<file path="src/rtl/hsc_cmd_pkg.sv">
// Shared constants and carrier types for the counter setup command decoder.
// Assumes one 250 MHz clock domain and a classic Wishbone register port.
package hsc_cmd_pkg;

  // Width of one command or returned data value, carried in two's complement.
  localparam int DATA_W = 24;
  localparam int NUM_PRESETS = 12;
  localparam int PRESET_IDX_W = 4;

  // Clock period in nanoseconds, kept for any derived timing.
  localparam int CLOCK_PERIOD_NS = 4;

  // Wishbone register byte offsets.
  localparam logic [7:0] REG_COMMAND = 8'h00;
  localparam logic [7:0] REG_RETURN  = 8'h04;

  // Command numbers handled by this block.
  localparam logic [7:0] CMD_RESET_CARD      = 8'h01;
  localparam logic [7:0] CMD_CLEAR_POWERUP   = 8'h06;
  localparam logic [7:0] CMD_OTHER_LAST      = 8'h06;
  localparam logic [7:0] CMD_LOAD_PRESET_LO  = 8'h10;
  localparam logic [7:0] CMD_LOAD_PRESET_HI  = 8'h1B;
  localparam logic [7:0] CMD_LOAD_ACCUM      = 8'h20;
  localparam logic [7:0] CMD_LOAD_UPPER      = 8'h21;
  localparam logic [7:0] CMD_LOAD_LOWER      = 8'h22;
  localparam logic [7:0] CMD_LOAD_SENSE      = 8'h23;
  localparam logic [7:0] CMD_LOAD_TIMEBASE   = 8'h24;
  localparam logic [7:0] CMD_RET_PRESET_LO   = 8'h30;
  localparam logic [7:0] CMD_RET_PRESET_HI   = 8'h3B;
  localparam logic [7:0] CMD_RET_ACCUM       = 8'h40;
  localparam logic [7:0] CMD_RET_UPPER       = 8'h41;
  localparam logic [7:0] CMD_RET_LOWER       = 8'h42;
  localparam logic [7:0] CMD_RET_SENSE       = 8'h43;
  localparam logic [7:0] CMD_RET_TIMEBASE    = 8'h44;

  // Power-up values of the stored settings.
  localparam logic [23:0] ACCUM_RESET    = 24'h00_0000;
  localparam logic [23:0] UPPER_RESET    = 24'h7F_FFFF;
  localparam logic [23:0] LOWER_RESET    = 24'h00_0000;
  localparam logic [23:0] SENSE_RESET    = 24'h00_0000;
  localparam logic [23:0] PRESET_RESET   = 24'h00_0000;
  localparam logic [15:0] TIMEBASE_RESET = 16'h03E8;

  // Least span between the count limits, and the time base range in milliseconds.
  localparam logic [24:0] MIN_SPAN     = 25'h000_0080;
  localparam logic [23:0] TIMEBASE_MIN = 24'h00_0001;
  localparam logic [23:0] TIMEBASE_MAX = 24'h00_FFFF;

  // Status byte field positions, counted from bit 0.
  localparam int SB_HEARTBEAT = 0;
  localparam int SB_POWERUP   = 1;
  localparam int SB_TYPE_LSB  = 5;

  // Returned data type codes.
  localparam logic [2:0] RTYPE_ACCUM = 3'h0;
  localparam logic [2:0] RTYPE_REG   = 3'h3;
  localparam logic [2:0] RTYPE_ERROR = 3'h4;

  // Error codes returned in the low data byte.
  localparam logic [7:0] ERR_NONE     = 8'h00;
  localparam logic [7:0] ERR_RESERVED = 8'h01;
  localparam logic [7:0] ERR_LIMIT    = 8'h02;
  localparam logic [7:0] ERR_SPAN     = 8'h03;
  localparam logic [7:0] ERR_TIMEBASE = 8'h04;

  // Source of the returned data bytes.
  typedef enum logic [2:0] {
    SRC_ACCUM,
    SRC_PRESET,
    SRC_UPPER,
    SRC_LOWER,
    SRC_SENSE,
    SRC_TIMEBASE
  } ret_src_t;

  // Settings handed to the counting datapath.
  typedef struct packed {
    logic [NUM_PRESETS-1:0][DATA_W-1:0] preset;
    logic [DATA_W-1:0]                  accum;
    logic [DATA_W-1:0]                  upper;
    logic [DATA_W-1:0]                  lower;
    logic [DATA_W-1:0]                  sense;
    logic [15:0]                        timebase;
  } settings_t;

  // Verdict of the load checker on one command.
  typedef struct packed {
    logic       accept;
    logic [7:0] err_code;
  } check_t;

  // One returned word: three data bytes above the status byte.
  typedef struct packed {
    logic [DATA_W-1:0] data;
    logic [7:0]        status;
  } return_word_t;

endpackage

</file>
<file path="src/rtl/hsc_cmd_decoder.sv">
// Command decoder of a high-speed counter card: setup loads and data returns.
// Assumes a classic Wishbone master on clock_in and a counting datapath that
// takes its settings from settings_out.
`timescale 1ns/10ps
module hsc_cmd_decoder (
  input  wire logic                   clock_in,
  input  wire logic                   rstn_in,
  input  wire logic                   clk_en_in,
  input  wire logic                   wb_cyc_in,
  input  wire logic                   wb_stb_in,
  input  wire logic                   wb_we_in,
  input  wire logic [7:0]             wb_adr_in,
  input  wire logic [3:0]             wb_sel_in,
  input  wire logic [31:0]            wb_dat_in,
  output logic      [31:0]            wb_dat_out,
  output logic                        wb_ack_out,
  output hsc_cmd_pkg::settings_t      settings_out,
  output logic      [7:0]             module_status_byte_out,
  output logic                        powerup_out
);

  // Whole state of the decoder in one record.
  typedef struct packed {
    hsc_cmd_pkg::settings_t  cfg;
    logic                    powerup;
    logic                    heartbeat;
    logic                    err_active;
    logic [7:0]              err_code;
    logic [2:0]              ret_type;
    hsc_cmd_pkg::ret_src_t   ret_src;
    logic [3:0]              ret_idx;
    logic                    ack;
    logic [31:0]             rdata;
    logic [7:0]              status;
  } state_t;

  state_t                     st;
  state_t                     next_st;
  hsc_cmd_pkg::check_t        verdict;
  hsc_cmd_pkg::return_word_t  ret_word;
  logic [7:0]                 command_code_byte;
  logic [23:0]                cmd_data;
  logic                       cmd_write;

  // Settings after power-up or a card reset.
  function automatic hsc_cmd_pkg::settings_t default_settings();
    hsc_cmd_pkg::settings_t s;
    for (int i = 0; i < hsc_cmd_pkg::NUM_PRESETS; i++) begin
      s.preset[i] = hsc_cmd_pkg::PRESET_RESET;
    end
    s.accum    = hsc_cmd_pkg::ACCUM_RESET;
    s.upper    = hsc_cmd_pkg::UPPER_RESET;
    s.lower    = hsc_cmd_pkg::LOWER_RESET;
    s.sense    = hsc_cmd_pkg::SENSE_RESET;
    s.timebase = hsc_cmd_pkg::TIMEBASE_RESET;
    return s;
  endfunction

  // Status byte of a state: heartbeat, power-up flag and the returned type.
  function automatic logic [7:0] status_of(input state_t s);
    status_of                                = 8'h00;
    status_of[hsc_cmd_pkg::SB_HEARTBEAT]     = s.heartbeat;
    status_of[hsc_cmd_pkg::SB_POWERUP]       = s.powerup;
    status_of[hsc_cmd_pkg::SB_TYPE_LSB +: 3] =
      s.err_active ? hsc_cmd_pkg::RTYPE_ERROR : s.ret_type;
  endfunction

  // Whole reset value of the state record.
  function automatic state_t reset_state();
    state_t r;
    r.cfg        = default_settings();
    r.powerup    = 1'b1;
    r.heartbeat  = 1'b0;
    r.err_active = 1'b0;
    r.err_code   = hsc_cmd_pkg::ERR_NONE;
    r.ret_type   = hsc_cmd_pkg::RTYPE_ACCUM;
    r.ret_src    = hsc_cmd_pkg::SRC_ACCUM;
    r.ret_idx    = 4'h0;
    r.ack        = 1'b0;
    r.rdata      = 32'h0000_0000;
    r.status     = status_of(r);
    return r;
  endfunction

  // The command word splits into the code byte and three data bytes.
  assign command_code_byte = wb_dat_in[7:0];
  assign cmd_data          = wb_dat_in[31:8];
  assign cmd_write         = wb_cyc_in && wb_stb_in && !st.ack && wb_we_in &&
                             (wb_adr_in == hsc_cmd_pkg::REG_COMMAND) &&
                             (wb_sel_in == 4'hF);

  // Range and span checks against the limits that hold right now.
  hsc_load_checker u_checker (
    .code_in     (command_code_byte),
    .data_in     (cmd_data),
    .upper_in    (st.cfg.upper),
    .lower_in    (st.cfg.lower),
    .verdict_out (verdict)
  );

  // Builds the returned word from the live state and the held selection.
  always_comb begin
    ret_word.status = st.status;
    if (st.err_active) begin
      ret_word.data = {16'h0000, st.err_code};
    end else begin
      case (st.ret_src)
        hsc_cmd_pkg::SRC_ACCUM:    ret_word.data = st.cfg.accum;
        hsc_cmd_pkg::SRC_PRESET:   ret_word.data = st.cfg.preset[st.ret_idx];
        hsc_cmd_pkg::SRC_UPPER:    ret_word.data = st.cfg.upper;
        hsc_cmd_pkg::SRC_LOWER:    ret_word.data = st.cfg.lower;
        hsc_cmd_pkg::SRC_SENSE:    ret_word.data = st.cfg.sense;
        hsc_cmd_pkg::SRC_TIMEBASE: ret_word.data = {8'h00, st.cfg.timebase};
        default:                   ret_word.data = st.cfg.accum;
      endcase
    end
  end

  // Bus handshake and command execution; one accepted command is one scan.
  always_comb begin
    next_st     = st;
    next_st.ack = 1'b0;
    if (wb_cyc_in && wb_stb_in && !st.ack) begin
      // Every request is answered, unmapped offsets read zero.
      next_st.ack = 1'b1;
      if (!wb_we_in && wb_adr_in == hsc_cmd_pkg::REG_RETURN) begin
        next_st.rdata = ret_word;
      end else begin
        next_st.rdata = 32'h0000_0000;
      end
    end
    if (cmd_write) begin
      next_st.heartbeat = ~st.heartbeat;
      if (command_code_byte == hsc_cmd_pkg::CMD_RESET_CARD) begin
        // Card reset restores every default and raises the power-up flag.
        next_st.cfg        = default_settings();
        next_st.powerup    = 1'b1;
        next_st.err_active = 1'b0;
        next_st.err_code   = hsc_cmd_pkg::ERR_NONE;
        next_st.ret_type   = hsc_cmd_pkg::RTYPE_ACCUM;
        next_st.ret_src    = hsc_cmd_pkg::SRC_ACCUM;
        next_st.ret_idx    = 4'h0;
      end else if (command_code_byte == hsc_cmd_pkg::CMD_CLEAR_POWERUP) begin
        next_st.powerup    = 1'b0;
        next_st.err_active = 1'b0;
      end else if (st.powerup) begin
        // Everything else is ignored until the flag is cleared.
        next_st.powerup = 1'b1;
      end else if (!verdict.accept) begin
        // A refused command leaves all settings as they were.
        next_st.err_active = 1'b1;
        next_st.err_code   = verdict.err_code;
      end else begin
        next_st.err_active = 1'b0;
        if (command_code_byte >= hsc_cmd_pkg::CMD_LOAD_PRESET_LO &&
            command_code_byte <= hsc_cmd_pkg::CMD_LOAD_PRESET_HI) begin
          next_st.cfg.preset[4'(command_code_byte - hsc_cmd_pkg::CMD_LOAD_PRESET_LO)] =
            cmd_data;
        end else if (command_code_byte >= hsc_cmd_pkg::CMD_RET_PRESET_LO &&
                     command_code_byte <= hsc_cmd_pkg::CMD_RET_PRESET_HI) begin
          next_st.ret_type = hsc_cmd_pkg::RTYPE_REG;
          next_st.ret_src  = hsc_cmd_pkg::SRC_PRESET;
          next_st.ret_idx  = 4'(command_code_byte - hsc_cmd_pkg::CMD_RET_PRESET_LO);
        end else begin
          case (command_code_byte)
            hsc_cmd_pkg::CMD_LOAD_ACCUM:    next_st.cfg.accum    = cmd_data;
            hsc_cmd_pkg::CMD_LOAD_UPPER:    next_st.cfg.upper    = cmd_data;
            hsc_cmd_pkg::CMD_LOAD_LOWER:    next_st.cfg.lower    = cmd_data;
            hsc_cmd_pkg::CMD_LOAD_SENSE:    next_st.cfg.sense    = cmd_data;
            hsc_cmd_pkg::CMD_LOAD_TIMEBASE: next_st.cfg.timebase = cmd_data[15:0];
            hsc_cmd_pkg::CMD_RET_ACCUM: begin
              next_st.ret_type = hsc_cmd_pkg::RTYPE_REG;
              next_st.ret_src  = hsc_cmd_pkg::SRC_ACCUM;
            end
            hsc_cmd_pkg::CMD_RET_UPPER: begin
              next_st.ret_type = hsc_cmd_pkg::RTYPE_REG;
              next_st.ret_src  = hsc_cmd_pkg::SRC_UPPER;
            end
            hsc_cmd_pkg::CMD_RET_LOWER: begin
              next_st.ret_type = hsc_cmd_pkg::RTYPE_REG;
              next_st.ret_src  = hsc_cmd_pkg::SRC_LOWER;
            end
            hsc_cmd_pkg::CMD_RET_SENSE: begin
              next_st.ret_type = hsc_cmd_pkg::RTYPE_REG;
              next_st.ret_src  = hsc_cmd_pkg::SRC_SENSE;
            end
            hsc_cmd_pkg::CMD_RET_TIMEBASE: begin
              next_st.ret_type = hsc_cmd_pkg::RTYPE_REG;
              next_st.ret_src  = hsc_cmd_pkg::SRC_TIMEBASE;
            end
            default: begin
              // Lower commands belong to other logic; here they clear the error flag and store nothing.
              next_st.ret_type = st.ret_type;
            end
          endcase
        end
      end
    end
    // The status byte is registered so that its pin is a plain flop output.
    next_st.status = status_of(next_st);
  end

  // State register; a low clock enable freezes everything except a reset.
  always_ff @(posedge clock_in) begin
    if (!rstn_in) begin
      st <= reset_state();
    end else if (clk_en_in) begin
      st <= next_st;
    end
  end

  // Outputs come straight from the state register.
  assign wb_ack_out             = st.ack;
  assign wb_dat_out             = st.rdata;
  assign settings_out           = st.cfg;
  assign powerup_out            = st.powerup;
  assign module_status_byte_out = st.status;

endmodule

</file>
<file path="src/rtl/hsc_load_checker.sv">
// Range checker that judges one command against the current count limits.
// Assumes purely combinational use inside the command decoder.
`timescale 1ns/10ps
module hsc_load_checker (
  input  wire logic [7:0]                code_in,
  input  wire logic [23:0]               data_in,
  input  wire logic [23:0]               upper_in,
  input  wire logic [23:0]               lower_in,
  output hsc_cmd_pkg::check_t            verdict_out
);

  // True when a signed value lies between the lower and upper limit.
  function automatic logic in_limits(input logic [23:0] v,
                                     input logic [23:0] up,
                                     input logic [23:0] lo);
    in_limits = ($signed(v) <= $signed(up)) && ($signed(v) >= $signed(lo));
  endfunction

  // True when the upper limit stands at least the least span above the lower.
  function automatic logic span_ok(input logic [23:0] up, input logic [23:0] lo);
    logic signed [24:0] diff;
    diff = $signed({up[23], up}) - $signed({lo[23], lo});
    span_ok = diff >= $signed(hsc_cmd_pkg::MIN_SPAN);
  endfunction

  // Classifies the command and checks its load value.
  always_comb begin
    verdict_out.accept   = 1'b1;
    verdict_out.err_code = hsc_cmd_pkg::ERR_NONE;
    if (code_in <= hsc_cmd_pkg::CMD_OTHER_LAST) begin
      verdict_out.accept = 1'b1;
    end else if (code_in >= hsc_cmd_pkg::CMD_LOAD_PRESET_LO &&
                 code_in <= hsc_cmd_pkg::CMD_LOAD_PRESET_HI) begin
      if (!in_limits(data_in, upper_in, lower_in)) begin
        verdict_out.accept   = 1'b0;
        verdict_out.err_code = hsc_cmd_pkg::ERR_LIMIT;
      end
    end else if (code_in == hsc_cmd_pkg::CMD_LOAD_ACCUM) begin
      if (!in_limits(data_in, upper_in, lower_in)) begin
        verdict_out.accept   = 1'b0;
        verdict_out.err_code = hsc_cmd_pkg::ERR_LIMIT;
      end
    end else if (code_in == hsc_cmd_pkg::CMD_LOAD_UPPER) begin
      if (!span_ok(data_in, lower_in)) begin
        verdict_out.accept   = 1'b0;
        verdict_out.err_code = hsc_cmd_pkg::ERR_SPAN;
      end
    end else if (code_in == hsc_cmd_pkg::CMD_LOAD_LOWER) begin
      if (!span_ok(upper_in, data_in)) begin
        verdict_out.accept   = 1'b0;
        verdict_out.err_code = hsc_cmd_pkg::ERR_SPAN;
      end
    end else if (code_in == hsc_cmd_pkg::CMD_LOAD_TIMEBASE) begin
      if (data_in < hsc_cmd_pkg::TIMEBASE_MIN ||
          data_in > hsc_cmd_pkg::TIMEBASE_MAX) begin
        verdict_out.accept   = 1'b0;
        verdict_out.err_code = hsc_cmd_pkg::ERR_TIMEBASE;
      end
    end else if (code_in == hsc_cmd_pkg::CMD_LOAD_SENSE) begin
      verdict_out.accept = 1'b1;
    end else if ((code_in >= hsc_cmd_pkg::CMD_RET_PRESET_LO &&
                  code_in <= hsc_cmd_pkg::CMD_RET_PRESET_HI) ||
                 (code_in >= hsc_cmd_pkg::CMD_RET_ACCUM &&
                  code_in <= hsc_cmd_pkg::CMD_RET_TIMEBASE)) begin
      verdict_out.accept = 1'b1;
    end else begin
      // Any reserved number is refused and nothing is stored.
      verdict_out.accept   = 1'b0;
      verdict_out.err_code = hsc_cmd_pkg::ERR_RESERVED;
    end
  end

endmodule
</file>
<file path="config.mk">
export PLATFORM = sky130hd
export DESIGN_NAME = hsc_cmd_decoder
export DESIGN_NICKNAME = d
export VERILOG_FILES = /design/src/rtl/hsc_cmd_pkg.sv /design/src/rtl/hsc_cmd_decoder.sv /design/src/rtl/hsc_load_checker.sv
export SDC_FILE = /design/constraint.sdc
export NUM_CORES = 1
export LEC_CHECK = 0
export ABC_AREA = 1
export ABC_CLOCK_PERIOD_IN_PS = 2950
export BUFFER_PORTS_ARGS = -buffer_cell sky130_fd_sc_hd__buf_2
export CORE_MARGIN = 2
export CORE_UTILIZATION = 45
export CTS_CLUSTER_DIAMETER = 120
export DETAILED_ROUTE_END_ITERATION = 7
export PLACE_DENSITY_LB_ADDON = 0.15
export SYNTH_ARGS = -nofsm -noshare
export SYNTH_HDL_FRONTEND = slang
export SYNTH_SLANG_ARGS = --single-unit
</file>
<file path="constraint.sdc">
create_clock -name clock_in -period 2.95 [get_ports clock_in]
set_input_delay 0.59 -clock clock_in [delete_from_list [all_inputs] [get_ports clock_in]]
set_output_delay 0.59 -clock clock_in [all_outputs]
set_load 0.02 [all_outputs]
</file>
-- Word-level counts from Yosys, hierarchy flattened
Cells that the tools add are included.
- eq/ne operators: 24
- muxes and demuxes: 52
- shift-type cells: 0
- div/mod/pow operators: 0
- bitwise gates (word level): 1
- $mul: 0
- $lt $le $gt $ge: 16
- reduce and logical (&&, ||, !) cells: 36
- add/subtract/negate cells: 4
- operators with widths (operator ; count):
    $mux 400 ; 3
    $mux 401 ; 1
    $bwmux 288 ; 1
    $mux 288 ; 1
    $mux 112 ; 2
    $mux 24 ; 7
    $pmux 24 s5 ; 1
    $bmux 24 s4 ; 1
    $demux 24 s4 ; 1
    $mux 9 ; 9
    $ge 25x9->1 const B ; 2
    $sub 24x24->25 ; 2
    $eq 8x6->1 const B ; 5
    $eq 8x7->1 const B ; 5
    $reduce_and 8->1 ; 5
    $mux 19 ; 2
    $mux 33 ; 1
    $mux 32 ; 1
    $ge 24x24->1 ; 1
    $gt 24x16->1 const B ; 1
    $le 24x24->1 ; 1
    $lt 24x1->1 const B ; 1
    $mux 8 ; 3
    $mux 21 ; 1
    38 further kinds ; 75
- bits in latches: 0
- memories: 0
- bits of input ports: 50
- register bits after elaboration: 459
- memory bits (read-only): 0
- logic and storage cells: 160
- bits in writable memories: 0

-- Longest topological paths before layout
Gate-level depths: netlist of run 1.
- word-level depth: 17
- gate-level depth with buffers: 27

-- Modules after synthesis
A second synthesis of run 1 with hierarchy kept.
- cell total of the unflattened synthesis: 4627
- area, all modules: 29304.4 um2
- modules (own cells, without submodules) (module ; sequential area each (um2) ; times used ; area an instance (um2) ; cells each):
    hsc_cmd_decoder ; 9088.7 ; 1 ; 25303.0 ; 3784
    hsc_load_checker ; 0.0 ; 1 ; 4001.3 ; 843

-- Worst setup path before layout of run 1
No wires, ideal clock.
- path type: input-to-reg
- start: in wb_dat_in[19]
- end: reg st (netlist bit settings_out[159])
- setup slack: -8 ps
- arrival: 2831 ps
- library setup time: 128 ps
- path buffers: 3
- stages: 21
- cell sequence: inv_1 > ha_1 > a21oi_1 > nand2_1 > a21oi_1 > nand2_1 > nand2_1 > nand3b_1 > nand2_1 > nand2_1 > nor2_1 > nand3_2 > nand3_2 > nand4_4 > buf_12 > nand4_4 > buf_6 > buf_6 > nand2_1 > o21ai_1 > nor2_1
- longest elaborated chain between the ends: 11
- elaborated cells on any way between the ends: 22
- those cells by class: add/sub: 2; order compare: 6; mux: 10; reduce/logical: 4
- ends and longest elaborated chain (element ; RTL line ; source):
    from (decl) ; hsc_cmd_decoder.sv:14 ; input wire logic [31:0] wb_dat_in,
    parallel branches: the longest is 7 deep, another holds $sub 24x24->25 ; -- ;
    $mux 9 (*) ; hsc_load_checker.sv:32 ; end else if (code_in >= hsc_cmd_pkg::CMD_LOAD_PRESET_LO &&
    $mux 1 (*) ; hsc_load_checker.sv:30 ; if (code_in <= hsc_cmd_pkg::CMD_OTHER_LAST) begin
    $reduce_bool 2->1 (no source line) (*) ; -- ;
    $reduce_and 6->1 (no source line) (*) ; -- ;
    to (signal assigned) ; hsc_cmd_decoder.sv:206 ; st <= reset_state();
    to (signal assigned) ; hsc_cmd_decoder.sv:208 ; st <= next_st;
    to (decl) ; hsc_cmd_decoder.sv:37 ; state_t st;
Every way passes the cells marked *.
A chain may end at the register's enable or synchronous reset.

-- Worst setup path after layout of run 1
- start: reg st (netlist bit settings_out[57])
- end: reg st (netlist bit settings_out[341])
- longest elaborated chain between the ends: 9
- elaborated cells on any way between the ends: 12
- those cells by class: add/sub: 1; order compare: 2; mux: 6; reduce/logical: 3
- ends and longest elaborated chain (element ; RTL line ; source):
    $sub 24x24->25 ; hsc_load_checker.sv:22 ; diff = $signed({up[23], up}) - $signed({lo[23], lo});
    $ge 25x9->1 ; hsc_load_checker.sv:23 ; span_ok = diff >= $signed(hsc_cmd_pkg::MIN_SPAN);
    $mux 9 ; hsc_load_checker.sv:44 ; if (!span_ok(data_in, lower_in)) begin
    $mux 9 ; hsc_load_checker.sv:43 ; end else if (code_in == hsc_cmd_pkg::CMD_LOAD_UPPER) begin
    $mux 9 ; hsc_load_checker.sv:38 ; end else if (code_in == hsc_cmd_pkg::CMD_LOAD_ACCUM) begin
    $mux 9 (*) ; hsc_load_checker.sv:32 ;
    $mux 1 (*) ; hsc_load_checker.sv:30 ;
    $reduce_bool 2->1 (no source line) (*) ; -- ;
    $reduce_and 6->1 (no source line) (*) ; -- ;
Every way passes the cells marked *; elsewhere a longest branch is shown, timed or not.

==> results of run 1 <==
==> repair_timing <==
| item | CTS | global route |
|---|---|---|
| endpoints found under the setup margin | 387 | 387 |
| hold buffers | 0 | 0 |
| gates cloned | 10 | 5 |
| setup buffers | 36 | 17 |
| pin swaps | 47 | 86 |
| hold endpoints to repair | 0 | 0 |
| gates resized for setup | 223 | 229 |
==> state kept, by name, indices dropped and copies added (netlist names) <==
register                count
settings_out              400
wb_dat_out                 29
st                         14
module_status_byte_out      5
wb_ack_out                  1
==> worst max-delay path: cells and delay by family, from the launching register on <==
kind	cells	cell delay (ns)
buffers and inverters	9	1.16
AOI/OAI and AO/OA	2	0.23
and+or+nand+nor	9	1.10
DFF	1	0.35
adders and majority gates	1	0.29
==> report_power, final <==
group / internal (W) / switching, W
clock: 0.00381 / 0.00276
sequential: 0.00606 / 0.00000116
combinational: 0.000465 / 0.000810
==> metal layers <==
metal  share of wire, %  vias up  global-route usage (%)
met5                  0        -                       0
met4                4.8        0                   14.29
met3                9.2      233                   7.057
met2                 46     1424                   58.30
met1                 40    13720                   46.55
li1                   -    13710                       -
==> worst max-delay path by stage <==
| stage | to | slack [ns] | cells after the start |
|---|---|---|---|
| floorplan | settings_out[159] | 0.02 | 22 |
| global placement | settings_out[368] | -1.05 | 23 |
| detailed placement | settings_out[324] | -1.06 | 23 |
| CTS | settings_out[269] | -0.20 | 25 |
| global route | settings_out[341] | -0.40 | 24 |
| finish | settings_out[341] | -0.28 | 21 |
==> layout make-up <==
| cell class | count | area [sq um] |
|---|---|---|
| antenna | 7 | 17.52 |
| multi-input combinational | 2694 | 14050 |
| clock buffer | 69 | 1455 |
| fill | 5998 | 26320 |
| sequential | 449 | 9019 |
| tap | 782 | 978.4 |
| inverter | 423 | 1635 |
| timing repair inverter | 2 | 27.53 |
| clock inverter | 21 | 247.7 |
| timing repair buffer | 905 | 6719 |
==> metrics by stage <==
step | utilization [%] | setup WS [ns] | total power [W] | TNS, ns
after floorplan | - | 0.01944 | 0.006783 | 0
after global routing | 56.46 | -0.4010 | 0.01429 | -116.30
after CTS | 54.95 | -0.1991 | 0.01386 | -53.00
after global placement | 49.51 | -1.049 | 0.007291 | -358.72
final | 56.48 | -0.2816 | 0.01391 | -46.02
after detailed placement | 49.51 | -1.060 | 0.007284 | -352.54
==> cell usage in the layout, fill, tap and decap left out, types with 7 or more instances in the layout <==
master                      instances
sky130_fd_sc_hd__nand2_2          107
sky130_fd_sc_hd__o21ai_1           36
sky130_fd_sc_hd__ha_1              18
sky130_fd_sc_hd__nand3b_1           9
sky130_fd_sc_hd__nor2_2            31
sky130_fd_sc_hd__a32o_1            13
sky130_fd_sc_hd__dfxtp_2           18
sky130_fd_sc_hd__o22ai_1           37
sky130_fd_sc_hd__o21ai_0          243
sky130_fd_sc_hd__buf_6             22
sky130_fd_sc_hd__buf_12            63
sky130_fd_sc_hd__nand4_1           34
sky130_fd_sc_hd__ha_4              24
sky130_fd_sc_hd__inv_2             29
sky130_fd_sc_hd__a21oi_2           53
sky130_fd_sc_hd__o211ai_1          50
sky130_fd_sc_hd__diode_2            7
sky130_fd_sc_hd__clkbuf_1           8
sky130_fd_sc_hd__nor3_1            10
sky130_fd_sc_hd__nor2_4            34
sky130_fd_sc_hd__clkbuf_8           9
sky130_fd_sc_hd__clkbuf_16         58
sky130_fd_sc_hd__nand2_4           21
sky130_fd_sc_hd__a221oi_1          15
sky130_fd_sc_hd__nand3_1          109
sky130_fd_sc_hd__a21oi_1          348
sky130_fd_sc_hd__buf_4            317
sky130_fd_sc_hd__o221ai_1          24
sky130_fd_sc_hd__inv_1            381
sky130_fd_sc_hd__clkinv_2          12
sky130_fd_sc_hd__nand4_4           13
sky130_fd_sc_hd__buf_8              8
sky130_fd_sc_hd__nor2_1           341
sky130_fd_sc_hd__nand3_2           12
sky130_fd_sc_hd__nand2_1         1055
sky130_fd_sc_hd__dfxtp_1          429
sky130_fd_sc_hd__buf_2            484
==> logic make-up (layout without fill, tap and decap cells) <==
| logic type | after synthesis | in the layout | share of synthesized area [%] |
|---|---|---|---|
| other | 1 | 13 | 0.01358 |
| buffers and inverters | 1093 | 1420 | 21.56 |
| XOR/XNOR | 5 | 5 | 0.1586 |
| flip-flops | 449 | 449 | 32.55 |
| adder cells (fa/ha/maj) | 48 | 48 | 2.175 |
| AO/OA/AOI/OAI | 839 | 839 | 16.74 |
| AND/OR/NAND/NOR | 1796 | 1796 | 26.80 |
==> out/qor.txt, run 1 <==
GLOBAL ROUTE
--------------------------------------------------------------------------------
Global-route wire length before repair                              170900 microns
GRT Overall Usage                                                         35.82%
Pin count of the biggest net entering global routing                         169
Initial antenna violation count                                                7
Overall overflow remaining after global route                                  0
Number of global-route vias before repair                                  26180

DIE
--------------------------------------------------------------------------------
Core ar.                                                             60470 sq um
Initial Utilization                                                       45.67%
Total Die Area                                                       63360 sq um
Standard-cell rows                                                            90
Die width                                                           251.7 microns
Total I/O pin count                                                          492
Die span in y                                                       251.7 microns

TIMING
--------------------------------------------------------------------------------
Maximum clock rate                                                    0.3094 GHz
Clk_skew                                                              0.02119 ns
Unrepaired setup endpoints after global routing                             true
Final Slew Violations                                                          0
Relative slew slack                                                       46.94%
Count of endpoints failing setup in the final report                         386
Final hold slack                                                       0.3394 ns
Ratio of final minimum period to clock period                             109.5%
Number of hold-slack violations in the final timing report                     0
Final worst-path setup slack                                          -0.2816 ns
Slew @ Worst Pin                                                       0.7960 ns
Final critical-path required period                                     3.232 ns

SYNTHESIS
--------------------------------------------------------------------------------
Summed instance area of the synthesized netlist                      27610 sq um
Async set-reset flop share out of synthesis                                   0%
Most frequent cell after synthesis                                  sky130_fd_sc_hd__nand2_1
Ys Warns                                                                       0
Most used flip-flop cell after synthesis                            sky130_fd_sc_hd__dfxtp_1
Top area cells in the synthesized netlist                           sky130_fd_sc_hd__dfxtp_1 (33%), sky130_fd_sc_hd__nand2_1 (16%), sky130_fd_sc_hd__buf_4 (12%)
Cell taking the most area after synthesis                           sky130_fd_sc_hd__dfxtp_1
Area fraction of the dominant cell type after synthesis                   32.55%
Count of flip-flops with a built-in enable after synthesis                     0
Average size of a mapped cell                                        6.527 sq um
Most numerous cell types in the synthesized netlist                 sky130_fd_sc_hd__nand2_1 (1180), sky130_fd_sc_hd__buf_4 (453), sky130_fd_sc_hd__dfxtp_1 (449)
Proportion of synthesized chip area in sequential cells                   32.55%
Library cells used by synthesis                                               46
Syn Inst Count                                                              4231
Number of synthesized register bits                                          449

CLOCK TREE
--------------------------------------------------------------------------------
CTS tree                                                                   built
Maximum level of the CTS H-tree                                                2
Number of buffers created by CTS                                              50
Clock sinks                                                                  449
CTS clock-pin slew for the worst setup and hold paths                    0.07 ns
Clock network latency to the later pin of the worst-skew pair            0.61 ns
Clock root cell                                                     sky130_fd_sc_hd__clkbuf_16
Worst-case clock buffer depth                                                  3

CRITICAL PATH
--------------------------------------------------------------------------------
CP arrival                                                               3.77 ns
Critical path endpoint category                                             flop
Maximum single-stage delay on the critical path                          0.35 ns
Required arrival time at the worst endpoint                              3.49 ns
Cell-by-cell trace of the critical path                             inv_4 -> ha_4 -> nand2_4 -> buf_6 -> nor2_4 -> buf_6 -> nand2_4 -> buf_4 -> nor3_2 -> buf_4 -> o21ai_1 -> nand2_1 -> inv_1 -> nand4_4 -> nand3_4 -> buf_8 -> buf_8 -> nor2_4 -> clkbuf_16 -> nand2_1 -> a21oi_1
Endpoint of the lowest-slack register-to-register path              settings_out[341]
Crit-path slowest cell                                              sky130_fd_sc_hd__dfxtp_2
Reg2Reg Setup Slack                                                     -0.28 ns
Critical Path Fanout Max                                                       5
Worst Setup Start Kind                                                      flop
Start point of the critical path                                    settings_out[57]
Worst reg-to-reg path cell count                                              21
Critical R2R Launch                                                 settings_out[57]
Startpoint-to-endpoint class of the critical path                   flop to flop

PLACED DESIGN
--------------------------------------------------------------------------------
Cell area after placement                                            29940 sq um
Count of port buffers added during placement                                 485
Routability congestion estimate from global placement                      1.003
HPWL Detailed                                                       88360 microns
Cell count after placement                                                  5193

WORST HOLD PATH
--------------------------------------------------------------------------------
Hold endpoint                                                             st[46]
HP Start                                                                 rstn_in
Worst min-delay path category                                       input port to flop
Instance count along the most critical hold path                               3

STATUS
--------------------------------------------------------------------------------
Violations in the final reports                                     negative setup slack
Status                                                              complete, but fails checks

POWER AND IR DROP
--------------------------------------------------------------------------------
Leakage power total                                                     15.93 nW
Maximum resistive drop on vdd                                          0.3913 mV
Power density over the cells                                        407.3 nW/um^2

DETAILED ROUTING
--------------------------------------------------------------------------------
DRC violation count after routing                                              0
Average vias per placed instance                                           5.435
Overall routed net length                                           119900 microns
Routed length per instance                                          22.41 microns
Number of DRC markers after the initial detailed-route iteration            2905
First drt pass iteration count                                                 6
Vias post-DR                                                               29090
Antenna-violating nets left                                                    0

CELLS AND AREA
--------------------------------------------------------------------------------
Net count, final                                                            4623
Post-route standard cell area excluding fillers                      34150 sq um
Fraction of final layout cells with drive strength greater than 1         29.98%
Area Overhead vs Synth                                                    23.68%
Non-filler cells, final                                                     5352

FLOW RUN
--------------------------------------------------------------------------------
Max-cap check violation count                                                  0

Power figures use the tool's default switching activity.
==> run 2, diff against run 1 <==
SKIP_LAST_GASP = 1   (was unset)
==> out/qor.txt, run 2 (synthesis gave the netlist of run 1 again) <==
DIE
-------------------------------------------------------------------------------------
Die width                                                                251.7 microns
Total Die Area                                                            63360 sq um
Die span in y                                                            251.7 microns
Standard-cell rows                                                                 90
Core ar.                                                                  60470 sq um
Initial Utilization                                                            45.67%
Total I/O pin count                                                               492

CELLS AND AREA
-------------------------------------------------------------------------------------
Most used cells in the layout excluding fill and tap cells               sky130_fd_sc_hd__nand2_1 (1091), sky130_fd_sc_hd__buf_2 (484), sky130_fd_sc_hd__dfxtp_1 (429)
Largest register FFs                                                              400
Area Overhead vs Synth                                                         22.87%
Most frequent standard cell in the layout excluding fill and tap cells   sky130_fd_sc_hd__nand2_1
Filler cell count in the final layout                                            6029
Post-route standard cell area excluding fillers                           33930 sq um
Non-filler cells, final                                                          5350
Share of the core filled with cells in the final layout                        56.11%
Fraction of final layout cells with drive strength greater than 1              28.60%
Net count, final                                                                 4623

CRITICAL PATH
-------------------------------------------------------------------------------------
Worst reg-to-reg path cell count                                                   24
CP arrival                                                                    3.77 ns
Endpoint of the lowest-slack register-to-register path                   settings_out[341]
Critical R2R Launch                                                      settings_out[57]
Required arrival time at the worst endpoint                                   3.49 ns
Reg2Reg Setup Slack                                                          -0.28 ns
Worst Setup Start Kind                                                           flop
Critical Path Fanout Max                                                            5
Startpoint-to-endpoint class of the critical path                        flop to flop
Critical path endpoint category                                                  flop

DETAILED ROUTING
-------------------------------------------------------------------------------------
Vias post-DR                                                                    29140
First drt pass iteration count                                                      6
Routed length per instance                                               22.48 microns
Number of DRC markers after the initial detailed-route iteration                 3022
DRC violation count after routing                                                   0
Average vias per placed instance                                                5.446
Antenna-violating nets left                                                         0
Overall routed net length                                                120300 microns

TIMING
-------------------------------------------------------------------------------------
Maximum clock rate                                                         0.3099 GHz
Clk_skew                                                                   0.02910 ns
Count of endpoints failing setup in the final report                              386
Number of hold-slack violations in the final timing report                          0
Slew @ Worst Pin                                                            0.8324 ns
Relative slew slack                                                            44.50%
Final critical-path required period                                          3.227 ns
Final worst-path setup slack                                               -0.2771 ns
Ratio of final minimum period to clock period                                  109.4%
Unrepaired setup endpoints after global routing                                  true
Final Slew Violations                                                               0

CLOCK TREE
-------------------------------------------------------------------------------------
Worst-case clock buffer depth                                                       3
Clock network latency to the later pin of the worst-skew pair                 0.61 ns
Clock sinks                                                                       449
CTS clock-pin slew for the worst setup and hold paths                         0.07 ns
Total of hold buffers inserted after clock tree synthesis                           0
Maximum level of the CTS H-tree                                                     2
CTS tree                                                                        built
Clock root cell                                                          sky130_fd_sc_hd__clkbuf_16
Number of buffers created by CTS                                                   50

POWER AND IR DROP
-------------------------------------------------------------------------------------
Relative contribution of sequential cells to total power                        43.6%
Maximum resistive drop on vdd                                               0.3955 mV
Power density over the cells                                             409.8 nW/um^2
Power share of the combinational group                                           9.1%
Tot Pwr                                                                     0.01390 W
Switching Fraction                                                             25.69%
Internal Dissipation                                                        0.01033 W
Switching Power                                                            0.003572 W
Part of the total power dissipated in the clock network                         47.3%
Leakage power total                                                          15.92 nW

WORST HOLD PATH
-------------------------------------------------------------------------------------
Worst min-delay path category                                            input port to flop
HP Start                                                                      rstn_in
Instance count along the most critical hold path                                    3
Hold endpoint                                                                  st[46]

GLOBAL ROUTE
-------------------------------------------------------------------------------------
Pin count of the biggest net entering global routing                              169
Initial antenna violation count                                                     7
Global-route wire length before repair                                   170900 microns
GRT Overall Usage                                                              35.80%
Overall overflow remaining after global route                                       0
Number of global-route vias before repair                                       26170

STATUS
-------------------------------------------------------------------------------------
Status                                                                   complete, but fails checks
Violations in the final reports                                          negative setup slack

PLACED DESIGN
-------------------------------------------------------------------------------------
Cell count after placement                                                       5193
Cell area after placement                                                 29940 sq um
Count of port buffers added during placement                                      485
HPWL Detailed                                                            88360 microns
Routability congestion estimate from global placement                           1.003

FLOW RUN
-------------------------------------------------------------------------------------
Max-cap check violation count                                                       0

==> run 2: cell count changes in the layout (fill, tap and decap cells not counted), moves of 3 or more <==
cell,before,now
sky130_fd_sc_hd__a21oi_1,348,374
sky130_fd_sc_hd__nand2_1,1055,1091
sky130_fd_sc_hd__inv_2,29,32
sky130_fd_sc_hd__o21ai_0,243,247
sky130_fd_sc_hd__o21ai_2,5,2
sky130_fd_sc_hd__nand2_2,107,73
sky130_fd_sc_hd__a21oi_2,53,28
==> run 2: worst max-delay path by stage <==
stage                   endpoint        startpoint  depth (start not counted)
5_1_grt        settings_out[341]  settings_out[60]                         23
6_report       settings_out[341]  settings_out[57]                         24
3_5_place_dp   settings_out[324]     wb_dat_in[21]                         23
4_1_cts        settings_out[244]  settings_out[60]                         26
3_3_place_gp   settings_out[368]     wb_dat_in[21]                         23
2_1_floorplan  settings_out[159]     wb_dat_in[10]                         22
==> run 2: cell type report <==
cell class              count  area [sq um]  share of cell area (%)
flip-flops and latches    449          9019                   26.58
inverters                 423          1630                   4.805
repair buffers            905          6723                   19.81
multi-input cells        2694         13840                   40.79
clock buffers              69          1455                   4.289
clock inverters            21         247.7                  0.7301
repair inverters            2         25.02                 0.07375
diodes                      5         12.51                 0.03688
well taps                 782         978.4                   2.884
==> run 2: per-layer routing <==
layer  track usage [%]  routed length (microns)  vias up
met2             58.44                    55100     1480
met5                 0                        0        -
met3             7.108                    11530      263
met4             14.03                     5734        0
li1                  -                        -    13700
met1             46.47                    47920    13690
==> run 2: critical path: stages, from the launching register on <==
cell,delay [ns]
sky130_fd_sc_hd__dfxtp_2,0.35
sky130_fd_sc_hd__inv_4,0.05
sky130_fd_sc_hd__ha_4,0.29
sky130_fd_sc_hd__nand2_2,0.08
sky130_fd_sc_hd__nor2_2,0.12
sky130_fd_sc_hd__buf_6,0.12
sky130_fd_sc_hd__nand2_1,0.08
sky130_fd_sc_hd__nor2_2,0.10
sky130_fd_sc_hd__nand2_2,0.10
sky130_fd_sc_hd__nand3_1,0.09
sky130_fd_sc_hd__nand2_1,0.06
sky130_fd_sc_hd__nand2_1,0.09
sky130_fd_sc_hd__nor2_1,0.05
sky130_fd_sc_hd__nand2_1,0.05
sky130_fd_sc_hd__nor2_1,0.05
sky130_fd_sc_hd__nand3_2,0.11
sky130_fd_sc_hd__nand3_2,0.12
sky130_fd_sc_hd__nand4_4,0.12
sky130_fd_sc_hd__nand3_4,0.14
sky130_fd_sc_hd__buf_8,0.17
sky130_fd_sc_hd__buf_8,0.14
sky130_fd_sc_hd__nor2_4,0.22
sky130_fd_sc_hd__clkbuf_16,0.22
sky130_fd_sc_hd__nand2_1,0.07
sky130_fd_sc_hd__a21oi_1,0.15
==> run 2: timing repair <==
item	CTS	global route
setup endpoints to repair	387	387
pin swaps	35	50
buffers inserted	36	15
cloned	10	8
resized for setup	203	169
==> run 2: stage by stage <==
step	TNS [ns]	hold WS [ns]	setup slack (ns)
detailed placement	-352.54	0.4557	-1.060
CTS	-55.43	0.2979	-0.2006
global route	-122.92	0.3509	-0.4242
finish	-56.83	0.3396	-0.2771
floorplan	0	0.4394	0.01944
global placement	-358.72	0.4529	-1.049
==> run 2: power by group through the flow <==
stage          sequential, W  combinational (W)  clock [W]
6_report             0.00606            0.00127    0.00658
5_1_grt              0.00606            0.00136    0.00686
4_1_cts              0.00606            0.00117    0.00662
3_5_place_dp         0.00620            0.00109          0
3_3_place_gp         0.00620            0.00109          0
2_1_floorplan        0.00620           0.000583          0
